===== src/hw/meas_cmd_consts.svh =====
`ifndef MEAS_CMD_CONSTS_SVH
`define MEAS_CMD_CONSTS_SVH

// ==========================================================
// command byte codes
`define CMD_RAW_SENSOR 8'ha2
`define CMD_RAW_TEMP 8'ha4
`define CMD_COMMAND_MODE 8'ha9
`define CMD_MEASURE 8'haa
`define CMD_MEASURE_CYCLIC 8'hab
`define CMD_OVERSAMPLE_2 8'hac
`define CMD_OVERSAMPLE_4 8'had
`define CMD_OVERSAMPLE_8 8'hae
`define CMD_OVERSAMPLE_16 8'haf
`define CMD_HALT_PERIODIC 8'hbf

// ==========================================================
// result layout and math core format
`define RESULT_WIDTH 24
`define RESULT_BYTES 3
`define AVG_HEADROOM 4
`define GAIN_FRAC_BITS 16

// ==========================================================
// timing
`define CLK_FREQ_KHZ 40000
`define CYCLIC_PERIOD_US 1000
`define CYCLIC_PERIOD_CYCLES ((`CYCLIC_PERIOD_US * `CLK_FREQ_KHZ) / 1000)

`endif


===== src/hw/meas_cmd_pkg.sv =====
`include "meas_cmd_consts.svh"

package meas_cmd_pkg;

	// one-hot sequencer states
	typedef enum logic [3:0] {
		ST_IDLE = 4'h1,
		ST_CONV = 4'h2,
		ST_CORR = 4'h4,
		ST_WAIT = 4'h8
	} meas_state_t;

	// complete state of the command handler
	typedef struct packed {
		meas_state_t st;
		logic busy;
		logic cyclic;
		logic command_mode;
		logic raw_mode;
		logic temp_sel;
		logic conv_start;
		logic cal_ok;
		logic [4:0] avg_left;
		logic [2:0] avg_shift;
		logic signed [`RESULT_WIDTH-1:0] raw;
		logic signed [`RESULT_WIDTH+`AVG_HEADROOM-1:0] acc;
		logic signed [`RESULT_WIDTH-1:0] result;
		logic [7:0] rd_byte;
		logic [31:0] wait_cnt;
	} meas_regs_t;

endpackage


===== src/hw/correction_core.sv =====
`timescale 1ns/100ps
`default_nettype none
`include "meas_cmd_consts.svh"

// ==========================================================
// math core: raw * gain (fixed point) + offset, saturated
module correction_core #(
	parameter int WIDTH = `RESULT_WIDTH,
	parameter int FRAC = `GAIN_FRAC_BITS
) (
	input wire logic signed [WIDTH-1:0] raw_i, // raw converter value
	input wire logic signed [WIDTH-1:0] gain_i, // calibration gain, FRAC fraction bits
	input wire logic signed [WIDTH-1:0] offset_i, // calibration offset
	output logic signed [WIDTH-1:0] corr_o // corrected value
);
	localparam logic signed [2*WIDTH:0] MAX_V = (2*WIDTH+1)'((64'sd1 <<< (WIDTH-1)) - 1);
	localparam logic signed [2*WIDTH:0] MIN_V = (2*WIDTH+1)'(-(64'sd1 <<< (WIDTH-1)));

	logic signed [2*WIDTH:0] prod;
	logic signed [2*WIDTH:0] sum;

	// apply coefficients and clamp to the signed result range
	always_comb begin
		// widen both factors first so the product keeps all of its bits
		prod = ((2*WIDTH+1)'(raw_i) * (2*WIDTH+1)'(gain_i)) >>> FRAC;
		sum = prod + (2*WIDTH+1)'(offset_i);
		if (sum > MAX_V) begin
			corr_o = MAX_V[WIDTH-1:0];
		end else if (sum < MIN_V) begin
			corr_o = MIN_V[WIDTH-1:0];
		end else begin
			corr_o = sum[WIDTH-1:0];
		end
	end
endmodule

`default_nettype wire


===== src/hw/sensor_measurement_commands.sv =====
`timescale 1ns/100ps
`default_nettype none
`include "meas_cmd_consts.svh"

module sensor_measurement_commands
	import meas_cmd_pkg::*;
#(
	parameter int WIDTH = `RESULT_WIDTH,
	parameter int CYCLIC_PERIOD = `CYCLIC_PERIOD_CYCLES
) (
	input wire logic clk_sys_i, // system clock, 40 MHz
	input wire logic reset_n_i, // asynchronous reset, active low
	input wire logic ce_i, // clock enable, freezes all state when low
	input wire logic cmd_valid_i, // one-cycle strobe: command byte present
	input wire logic [7:0] cmd_byte_i, // command byte from serial front end
	output logic conv_start_o, // one-cycle pulse: start a conversion
	output logic conv_temp_o, // conversion channel: 1 temperature, 0 sensor
	input wire logic conv_done_i, // one-cycle pulse: conversion finished
	input wire logic [WIDTH-1:0] conv_data_i, // converter result, signed
	input wire logic [WIDTH-1:0] cal_gain_i, // calibration gain coefficient
	input wire logic [WIDTH-1:0] cal_offset_i, // calibration offset coefficient
	input wire logic cal_valid_i, // calibration coefficients stored
	input wire logic [1:0] rd_sel_i, // result byte select, 0 = most significant
	output logic [7:0] rd_byte_o, // selected result byte
	output logic [WIDTH-1:0] result_o, // full result word
	output logic result_cal_ok_o, // last corrected result used valid calibration
	output logic busy_o, // measurement in progress
	output logic cyclic_mode_o, // cyclic mode active
	output logic command_mode_o // command mode active
);
	// last count of the scheduler gap; the counter restarts at each result
	localparam logic [31:0] PERIOD_LAST = 32'(CYCLIC_PERIOD - 1);

	// registered state and its next value
	meas_regs_t s_reg;
	meas_regs_t s_next;
	// math core answer and running sum of corrected samples
	logic signed [WIDTH-1:0] corr;
	logic signed [WIDTH+`AVG_HEADROOM-1:0] acc_sum;

	// oversampling exponent for a full measurement command
	// a plain measure averages one sample, so its shift is zero
	function automatic logic [2:0] avg_exp(input logic [7:0] cmd);
		case (cmd)
			`CMD_OVERSAMPLE_2: avg_exp = 3'h1;
			`CMD_OVERSAMPLE_4: avg_exp = 3'h2;
			`CMD_OVERSAMPLE_8: avg_exp = 3'h3;
			`CMD_OVERSAMPLE_16: avg_exp = 3'h4;
			default: avg_exp = 3'h0;
		endcase
	endfunction

	// ==========================================================
	// math core
	correction_core #(
		.WIDTH(WIDTH),
		.FRAC(`GAIN_FRAC_BITS)
	) u_core (
		.raw_i(s_reg.raw),
		.gain_i(cal_gain_i),
		.offset_i(cal_offset_i),
		.corr_o(corr)
	);

	// the sample is sign-extended before it joins the sum
	assign acc_sum = s_reg.acc + (WIDTH+`AVG_HEADROOM)'(corr);

	// ==========================================================
	// command decode and measurement sequencer
	always_comb begin
		s_next = s_reg;
		s_next.conv_start = 1'b0;
		case (s_reg.st)
			ST_IDLE: begin
				// only an idle handler takes commands, apart from the cyclic halt handled below
				if (cmd_valid_i) begin
					case (cmd_byte_i)
						`CMD_RAW_SENSOR, `CMD_RAW_TEMP: begin
							// raw words skip the core
							s_next.raw_mode = 1'b1;
							s_next.temp_sel = (cmd_byte_i == `CMD_RAW_TEMP);
							s_next.conv_start = 1'b1;
							s_next.busy = 1'b1;
							s_next.st = ST_CONV;
						end
						`CMD_MEASURE, `CMD_OVERSAMPLE_2, `CMD_OVERSAMPLE_4,
						`CMD_OVERSAMPLE_8, `CMD_OVERSAMPLE_16: begin
							s_next.raw_mode = 1'b0;
							s_next.temp_sel = 1'b0;
							s_next.avg_shift = avg_exp(cmd_byte_i);
							s_next.avg_left = 5'h01 << avg_exp(cmd_byte_i);
							s_next.acc = '0;
							s_next.conv_start = 1'b1;
							s_next.busy = 1'b1;
							s_next.st = ST_CONV;
						end
						`CMD_MEASURE_CYCLIC: begin
							s_next.cyclic = 1'b1;
							s_next.command_mode = 1'b0;
							s_next.raw_mode = 1'b0;
							s_next.temp_sel = 1'b0;
							s_next.avg_shift = 3'h0;
							s_next.avg_left = 5'h01;
							s_next.acc = '0;
							s_next.conv_start = 1'b1;
							s_next.busy = 1'b1;
							s_next.st = ST_CONV;
						end
						`CMD_COMMAND_MODE: begin
							s_next.command_mode = 1'b1;
						end
						default: begin
						end
					endcase
				end
			end
			ST_CONV: begin
				// capture the converter word
				// answers are only taken here, so a late one after a halt is dropped
				if (conv_done_i) begin
					s_next.raw = conv_data_i;
					if (s_reg.raw_mode) begin
						s_next.result = conv_data_i;
						s_next.busy = 1'b0;
						s_next.st = ST_IDLE;
					end else begin
						s_next.st = ST_CORR;
					end
				end
			end
			ST_CORR: begin
				// accumulate corrected samples, mean on the last one
				// the core reads the stored raw word, not the live converter bus
				s_next.acc = acc_sum;
				if (s_reg.avg_left == 5'h01) begin
					s_next.result = WIDTH'(acc_sum >>> s_reg.avg_shift);
					s_next.cal_ok = cal_valid_i;
					if (s_reg.cyclic) begin
						s_next.wait_cnt = '0;
						s_next.st = ST_WAIT;
					end else begin
						s_next.busy = 1'b0;
						s_next.st = ST_IDLE;
					end
				end else begin
					s_next.avg_left = s_reg.avg_left - 5'h01;
					s_next.conv_start = 1'b1;
					s_next.st = ST_CONV;
				end
			end
			ST_WAIT: begin
				// scheduler interval between self-triggered measurements
				// cyclic mode takes single samples and keeps busy set in the gap
				s_next.wait_cnt = s_reg.wait_cnt + 32'h00000001;
				if (s_reg.wait_cnt >= PERIOD_LAST) begin
					s_next.acc = '0;
					s_next.avg_left = 5'h01;
					s_next.conv_start = 1'b1;
					s_next.st = ST_CONV;
				end
			end
			default: begin
				s_next.st = ST_IDLE;
				s_next.busy = 1'b0;
			end
		endcase
		// the halt command is honoured even though cyclic mode is busy
		// a conversion in flight is abandoned; its answer finds the handler idle
		if (cmd_valid_i && cmd_byte_i == `CMD_HALT_PERIODIC && s_reg.cyclic) begin
			s_next.cyclic = 1'b0;
			s_next.busy = 1'b0;
			s_next.conv_start = 1'b0;
			s_next.st = ST_IDLE;
		end
		// result byte lane select, most significant byte first
		// lane 3 reads as zero
		case (rd_sel_i)
			2'h0: s_next.rd_byte = s_reg.result[23:16];
			2'h1: s_next.rd_byte = s_reg.result[15:8];
			2'h2: s_next.rd_byte = s_reg.result[7:0];
			default: s_next.rd_byte = 8'h00;
		endcase
	end

	// ==========================================================
	// state register
	always_ff @(posedge clk_sys_i or negedge reset_n_i) begin
		if (!reset_n_i) begin
			// the handler wakes idle and in command mode
			s_reg <= '{st: ST_IDLE, command_mode: 1'b1, default: '0};
		end else if (ce_i) begin
			s_reg <= s_next;
		end
	end

	// ==========================================================
	// outputs straight from the state register
	assign conv_start_o = s_reg.conv_start;
	assign conv_temp_o = s_reg.temp_sel;
	assign rd_byte_o = s_reg.rd_byte;
	assign result_o = s_reg.result;
	assign result_cal_ok_o = s_reg.cal_ok;
	assign busy_o = s_reg.busy;
	assign cyclic_mode_o = s_reg.cyclic;
	assign command_mode_o = s_reg.command_mode;
endmodule

`default_nettype wire


===== config.mk =====
export PLATFORM = sky130hd
export DESIGN_NAME = sensor_measurement_commands
export DESIGN_NICKNAME = d
export VERILOG_FILES = /design/src/hw/meas_cmd_pkg.sv /design/src/hw/correction_core.sv /design/src/hw/sensor_measurement_commands.sv
export VERILOG_INCLUDE_DIRS = /design/src /design/src/hw
export SDC_FILE = /design/constraint.sdc
export NUM_CORES = 2
export LEC_CHECK = 0
export BUFFER_PORTS_ARGS = -buffer_cell sky130_fd_sc_hd__buf_2
export CAP_MARGIN = 5
export CORE_MARGIN = 5
export CORE_UTILIZATION = 36
export CTS_CLUSTER_DIAMETER = 200
export DETAILED_ROUTE_END_ITERATION = 16
export SLEW_MARGIN = 20
export SYNTH_ARGS = -nofsm -noshare
export SYNTH_HDL_FRONTEND = slang
export SYNTH_HIERARCHICAL = 1
export SYNTH_SLANG_ARGS = --single-unit

===== constraint.sdc =====
create_clock -name clk_sys_i -period 13.5 [get_ports clk_sys_i]
set_input_delay 0 -clock clk_sys_i [delete_from_list [all_inputs] [get_ports clk_sys_i]]
set_output_delay 0 -clock clk_sys_i [all_outputs]
set_load 0.03 [all_outputs]

## Yosys cells after proc, flatten, opt, wreduce, memory -nomap -nowiden

Index checks and enable logic that the tools add are counted.

| storage, ports and cells | value |
|---|---|
| input port bits | 88 |
| word-level logic and storage cells | 131 |
| register bits after elaboration | 135 |

| cells by class | value |
|---|---|
| muxes and demuxes | 44 |
| eq/ne operators | 34 |
| shifts and indexed selects | 2 |
| reductions and logical operators | 28 |
| $mul | 1 |
| $add $sub $neg | 4 |
| order comparisons | 3 |

Operator list:

| kind | count |
|---|---|
| $mux 24 | 5 |
| $mux 28 | 3 |
| $pmux 28 s3 | 1 |
| $eq 8x8->1 const B | 10 |
| $mux 32 | 2 |
| $pmux 32 s2 | 1 |
| $gt 49x24->1 const B | 1 |
| $lt 49x24->1 const B | 1 |
| $mul 24x24->48 | 1 |
| $pmux 24 s2 | 1 |
| $add 32x24->33 | 1 |
| $add 32x1->32 const B | 1 |
| $ge 32x16->1 const B | 1 |
| $add 28x24->28 | 1 |
| $sshr 28x3->24 | 1 |
| $pmux 8 s3 | 1 |
| $ne 3x3->1 const B | 7 |
| $mux 5 | 4 |
| $reduce_and 4->1 | 5 |
| $ne 2x2->1 const B | 9 |
| $mux 4 | 4 |
| $pmux 4 s4 | 1 |
| $pmux 8 s2 | 1 |
| $reduce_bool 2->1 | 8 |
| other kinds (32) | 45 |

## Logic depth before layout (Yosys ltp)

| depth | value |
|---|---|
| word-level depth | 9 |
| mapped depth | 50 |

## By module

The synthesis kept the hierarchy.

Modules (own cells, without submodules):

| module | sequential area each (µm²) | times used | area an instance (µm²) | cells each |
|---|---|---|---|---|
| correction_core | 0.0 | 1 | 22709.3 | 2529 |
| sensor_measurement_commands | 3380.7 | 1 | 9345.2 | 1058 |

## Least setup slack after synthesis

No wires, ideal clock.

| timing | value |
|---|---|
| kind | register to register |
| start | reg s_reg[97] (netlist bit) |
| end | reg s_reg, in the netlist result_o[11] |
| clock period less this slack | 11.499 ns |
| library setup time | 0.119 ns |
| arrival | 11.381 ns |
| slack | 2.001 ns |
| stages on the path, launching flop included | 49 |
| cell sequence | dfrtp_1 > clkbuf_1 > and2_1 > fa_1 > inv_1 > fa_1 > inv_1 > fa_1 > inv_1 > fa_1 > inv_1 > fa_1 > fa_1 > inv_1 > fa_1 > inv_1 > ha_1 > a21o_1 > (+13 left out) > or2_1 > o2111ai_2 > a21o_1 > a2111oi_2 > nand4_2 > and2_4 > buf_6 > a21o_1 > ha_1 > fa_1 > a211oi_2 > o211ai_4 > a211oi_1 > nor2_1 > xor2_1 > mux4_2 > and2_1 > o21a_1 |

| between the ends | value |
|---|---|
| longest elaborated chain between the ends | 9 |

RTL lines:

| item | RTL line | source |
|---|---|---|
| start, declared | sensor_measurement_commands.sv:35 | `meas_regs_t s_reg;` |
| start signal, assigned | sensor_measurement_commands.sv:192 | `s_reg <= s_next;` |
| $mul 24x24->48 (*) | correction_core.sv:25 | `prod = ((2*WIDTH+1)'(raw_i) * (2*WIDTH+1)'(gain_i)) >>> FRAC;` |
| $add 32x24->33 (*) | correction_core.sv:26 | `sum = prod + (2*WIDTH+1)'(offset_i);` |
| $lt 49x24->1 | correction_core.sv:29 | `end else if (sum < MIN_V) begin` |
| $mux 24 | correction_core.sv:29 |  |
| $mux 24 (*) | correction_core.sv:27 | `if (sum > MAX_V) begin` |
| via corr[0] | sensor_measurement_commands.sv:38 | `logic signed [WIDTH-1:0] corr;` |
| $add 28x24->28 (*) | sensor_measurement_commands.sv:66 | `` assign acc_sum = s_reg.acc + (WIDTH+`AVG_HEADROOM)'(corr); `` |
| $sshr 28x3->24 (*) | sensor_measurement_commands.sv:136 | `s_next.result = WIDTH'(acc_sum >>> s_reg.avg_shift);` |
| $mux 24 (*) | sensor_measurement_commands.sv:135 | `if (s_reg.avg_left == 5'h01) begin` |
| $pmux 24 s2 (*) | sensor_measurement_commands.sv:73 | `case (s_reg.st)` |

The timed path passes the listed nets; every way through them passes the cells marked *. The select of a mux whose other input is x is not followed.
A chain may end at the register's enable or synchronous reset.

## Worst setup path in the final report

Ends and elaborated chain as after synthesis.

==> qor.txt <==
total track usage: 0.197
total wire length: 90900 um
share of cells above drive strength 1: 0.0849
RSZ-0062 raised after global routing: true
RePlAce Congestion: 0.949
worst hold path class: in -> async
fin nets: 4517
via/cell ratio: 5.09
post-synthesis sequential area ratio: 0.105
core area: 88400 um^2
Buffers on Ports: 125
period utilisation layout: 0.955
Avg Cell Area, Syn: 8.94 um^2
total iterations of the first detailed-routing run: 5
wire per inst: 18.9 um
chip height: 308 um
final cell count without fillers: 4811
relative slew slack: 0.327
H-Tree Depth: 4
largest net degree at the start of global routing: 70
Unique masters post-synth: 105
Yosys top cell by area: fa_1
Clock Latency Late Sink: 0.48 ns
critical path class: reg -> reg
top post-synthesis cells by area: fa_1, dfrtp_1, inv_1, ha_1, and2_1
first-pass GRT wire length: 148000 um
final setup fails: 0
fillcell total: 8928
Clock Tree Buf Depth: 2
DP HPWL: 76600 um
total grt overflow: 0
Max Cap Viol: 0
CP peak stage delay: 0.56 ns
area of the mapped netlist: 32100 um^2
CTS tree: built
initial core utilization: 0.363
crit-path most repeated cell: fa_1
initial antenna violation count: 19
final worst slack: 0.608 ns
top cell type's share of synthesized area: 0.380
max reg flops: 97
Final Critical Period: 12.89 ns
Synth Register Bits: 135
Synthesized Nets: 4476
post-route ant nets: 0
Async SR Flop Fraction: 1.00
Die W: 308 um
slew of the pin with the lowest slew margin: 1.01 ns
most frequent cell after synthesis: inv_1
area of the multi-input gates: 25300 um^2
Initial DRC Count: 1587
element type at the critical path end: flip-flop
status: finished, final reports clean
worst-path fanout max: 19
CTS Sinks: 135
vias in the first global route: 26.0k
root buf cell: clkbuf_16
num ports: 126
Reg clk slew, reported paths: 0.07 ns
register area: 3390 um^2
Placed Cells: 4734
Die ar.: 95100 um^2
crit path launch type: flip-flop
clk_skew: 0.0137 ns
max-slew violations: 0
clock buffer count from CTS: 17
dpl ws: 0.238 ns
Commonest cells post-synth: inv_1, fa_1, nand2_1
Area growth syn-to-layout: 8.33%
DR vias: 24.5k
Mapped Cells: 3587
CP Data Required Time: 13.87 ns
Primary FF master, synth: dfrtp_1
Rows: 109
Syn. warnings: 6
Final Hold Viols: 0
EDFF count, synth: 0
CP Data Arrival Time: 13.26 ns
Peak Freq: 77.6 MHz
slowest stage cell on the critical path: fa_1
drt drc: 0
[metal layers]
layer	track usage	vias to the layer above	part of all wire
li1	-	11300	-
met1	0.275	12300	0.44
met2	0.310	726	0.45
met3	0.0485	113	0.078
met4	0.0476	24	0.023
met5	0	-	0.0019
[final timing paths]
check	from	end	slack (ns)	cells after the start
hold / removal	reset_n_i	s_reg[14]	0.11	2
max in group asynchronous	reset_n_i	s_reg[98]	11.86	3
hold reg to reg	s_reg[69]	s_reg[69]	0.49	2
setup reg to reg	s_reg[97]	result_o[11]	0.61	46
setup / recovery	s_reg[97]	result_o[11]	0.61	46
min in group clk_sys_i	cmd_byte_i[6]	s_reg[127]	0.11	5
[worst max-delay path, delay by kind of cell, from the launching register on]
| family | cells | cell delay [ns] |
|---|---|---|
| xor+xnor | 1 | 0.20 |
| flops | 1 | 0.55 |
| mux | 1 | 0.51 |
| fa+ha+maj | 11 | 5.13 |
| buf+inv | 6 | 0.33 |
| compound gates | 18 | 4.28 |
| simple gates | 9 | 1.76 |
[timing repair]
| item | CTS | global route |
|---|---|---|
| hold buffers | 39 | 0 |
| hold endpoints to repair | 124 | 0 |
| setup buffers | 0 | 1 |
| endpoints found under the setup margin | 0 | 30 |
| gates resized for setup | 0 | 12 |
[final cells by class]
class | instances | area share
Inverter | 655 | 0.0708
Antenna cell | 5 | 0.000360
Tap cell | 1165 | 0.0420
Multi-Input combinational cell | 2599 | 0.730
Clock inverter | 15 | 0.00562
Timing Repair Buffer | 220 | 0.0415
Sequential cell | 135 | 0.0976
Clock buffer | 17 | 0.0123
[metrics by stage]
stage / hold WS, ns / utilization / area, um^2 / setup TNS, ns
6_report: 0.108 / 0.393 / 34700 / 0
5_1_grt: 0.149 / 0.393 / 34700 / -0.0275
4_1_cts: 0.0786 / 0.392 / 34700 / 0
3_5_place_dp: 0.0636 / 0.381 / 33700 / 0
3_3_place_gp: 0.0673 / 0.381 / 33700 / 0
2_1_floorplan: -0.296 / - / 32100 / 0
[layout by cell type (no fill, tap or decap), types with 18 or more instances in the layout]
cell type and n:
nand4_1 18, dfrtp_1 127, xnor2_1 64, o31ai_1 20, dlygate4sd3_1 39, fa_1 608
mux2_2 31, nor3_1 26, ha_1 193, nand2b_1 24, buf_2 124, a211oi_1 19
nand2_1 435, and2_1 279, xor2_1 60, nor2_1 167, o21ai_0 107, nand3_1 45
mux2i_1 19, a21o_1 45, and3_1 26, a21oi_1 145, inv_1 652, o211ai_1 18
buf_4 56
[cell families after synthesis]
logic type,count (synthesis),synth area share
compound gates,492,0.100
xor+xnor,126,0.0347
fa+ha+maj,801,0.455
buf+inv,853,0.105
flops,135,0.105
mux,65,0.0275
simple gates,1115,0.172
Power is left out: the tool's default activity adds up to more than one toggle a clock period on the data nets, which glitch-free logic cannot reach.
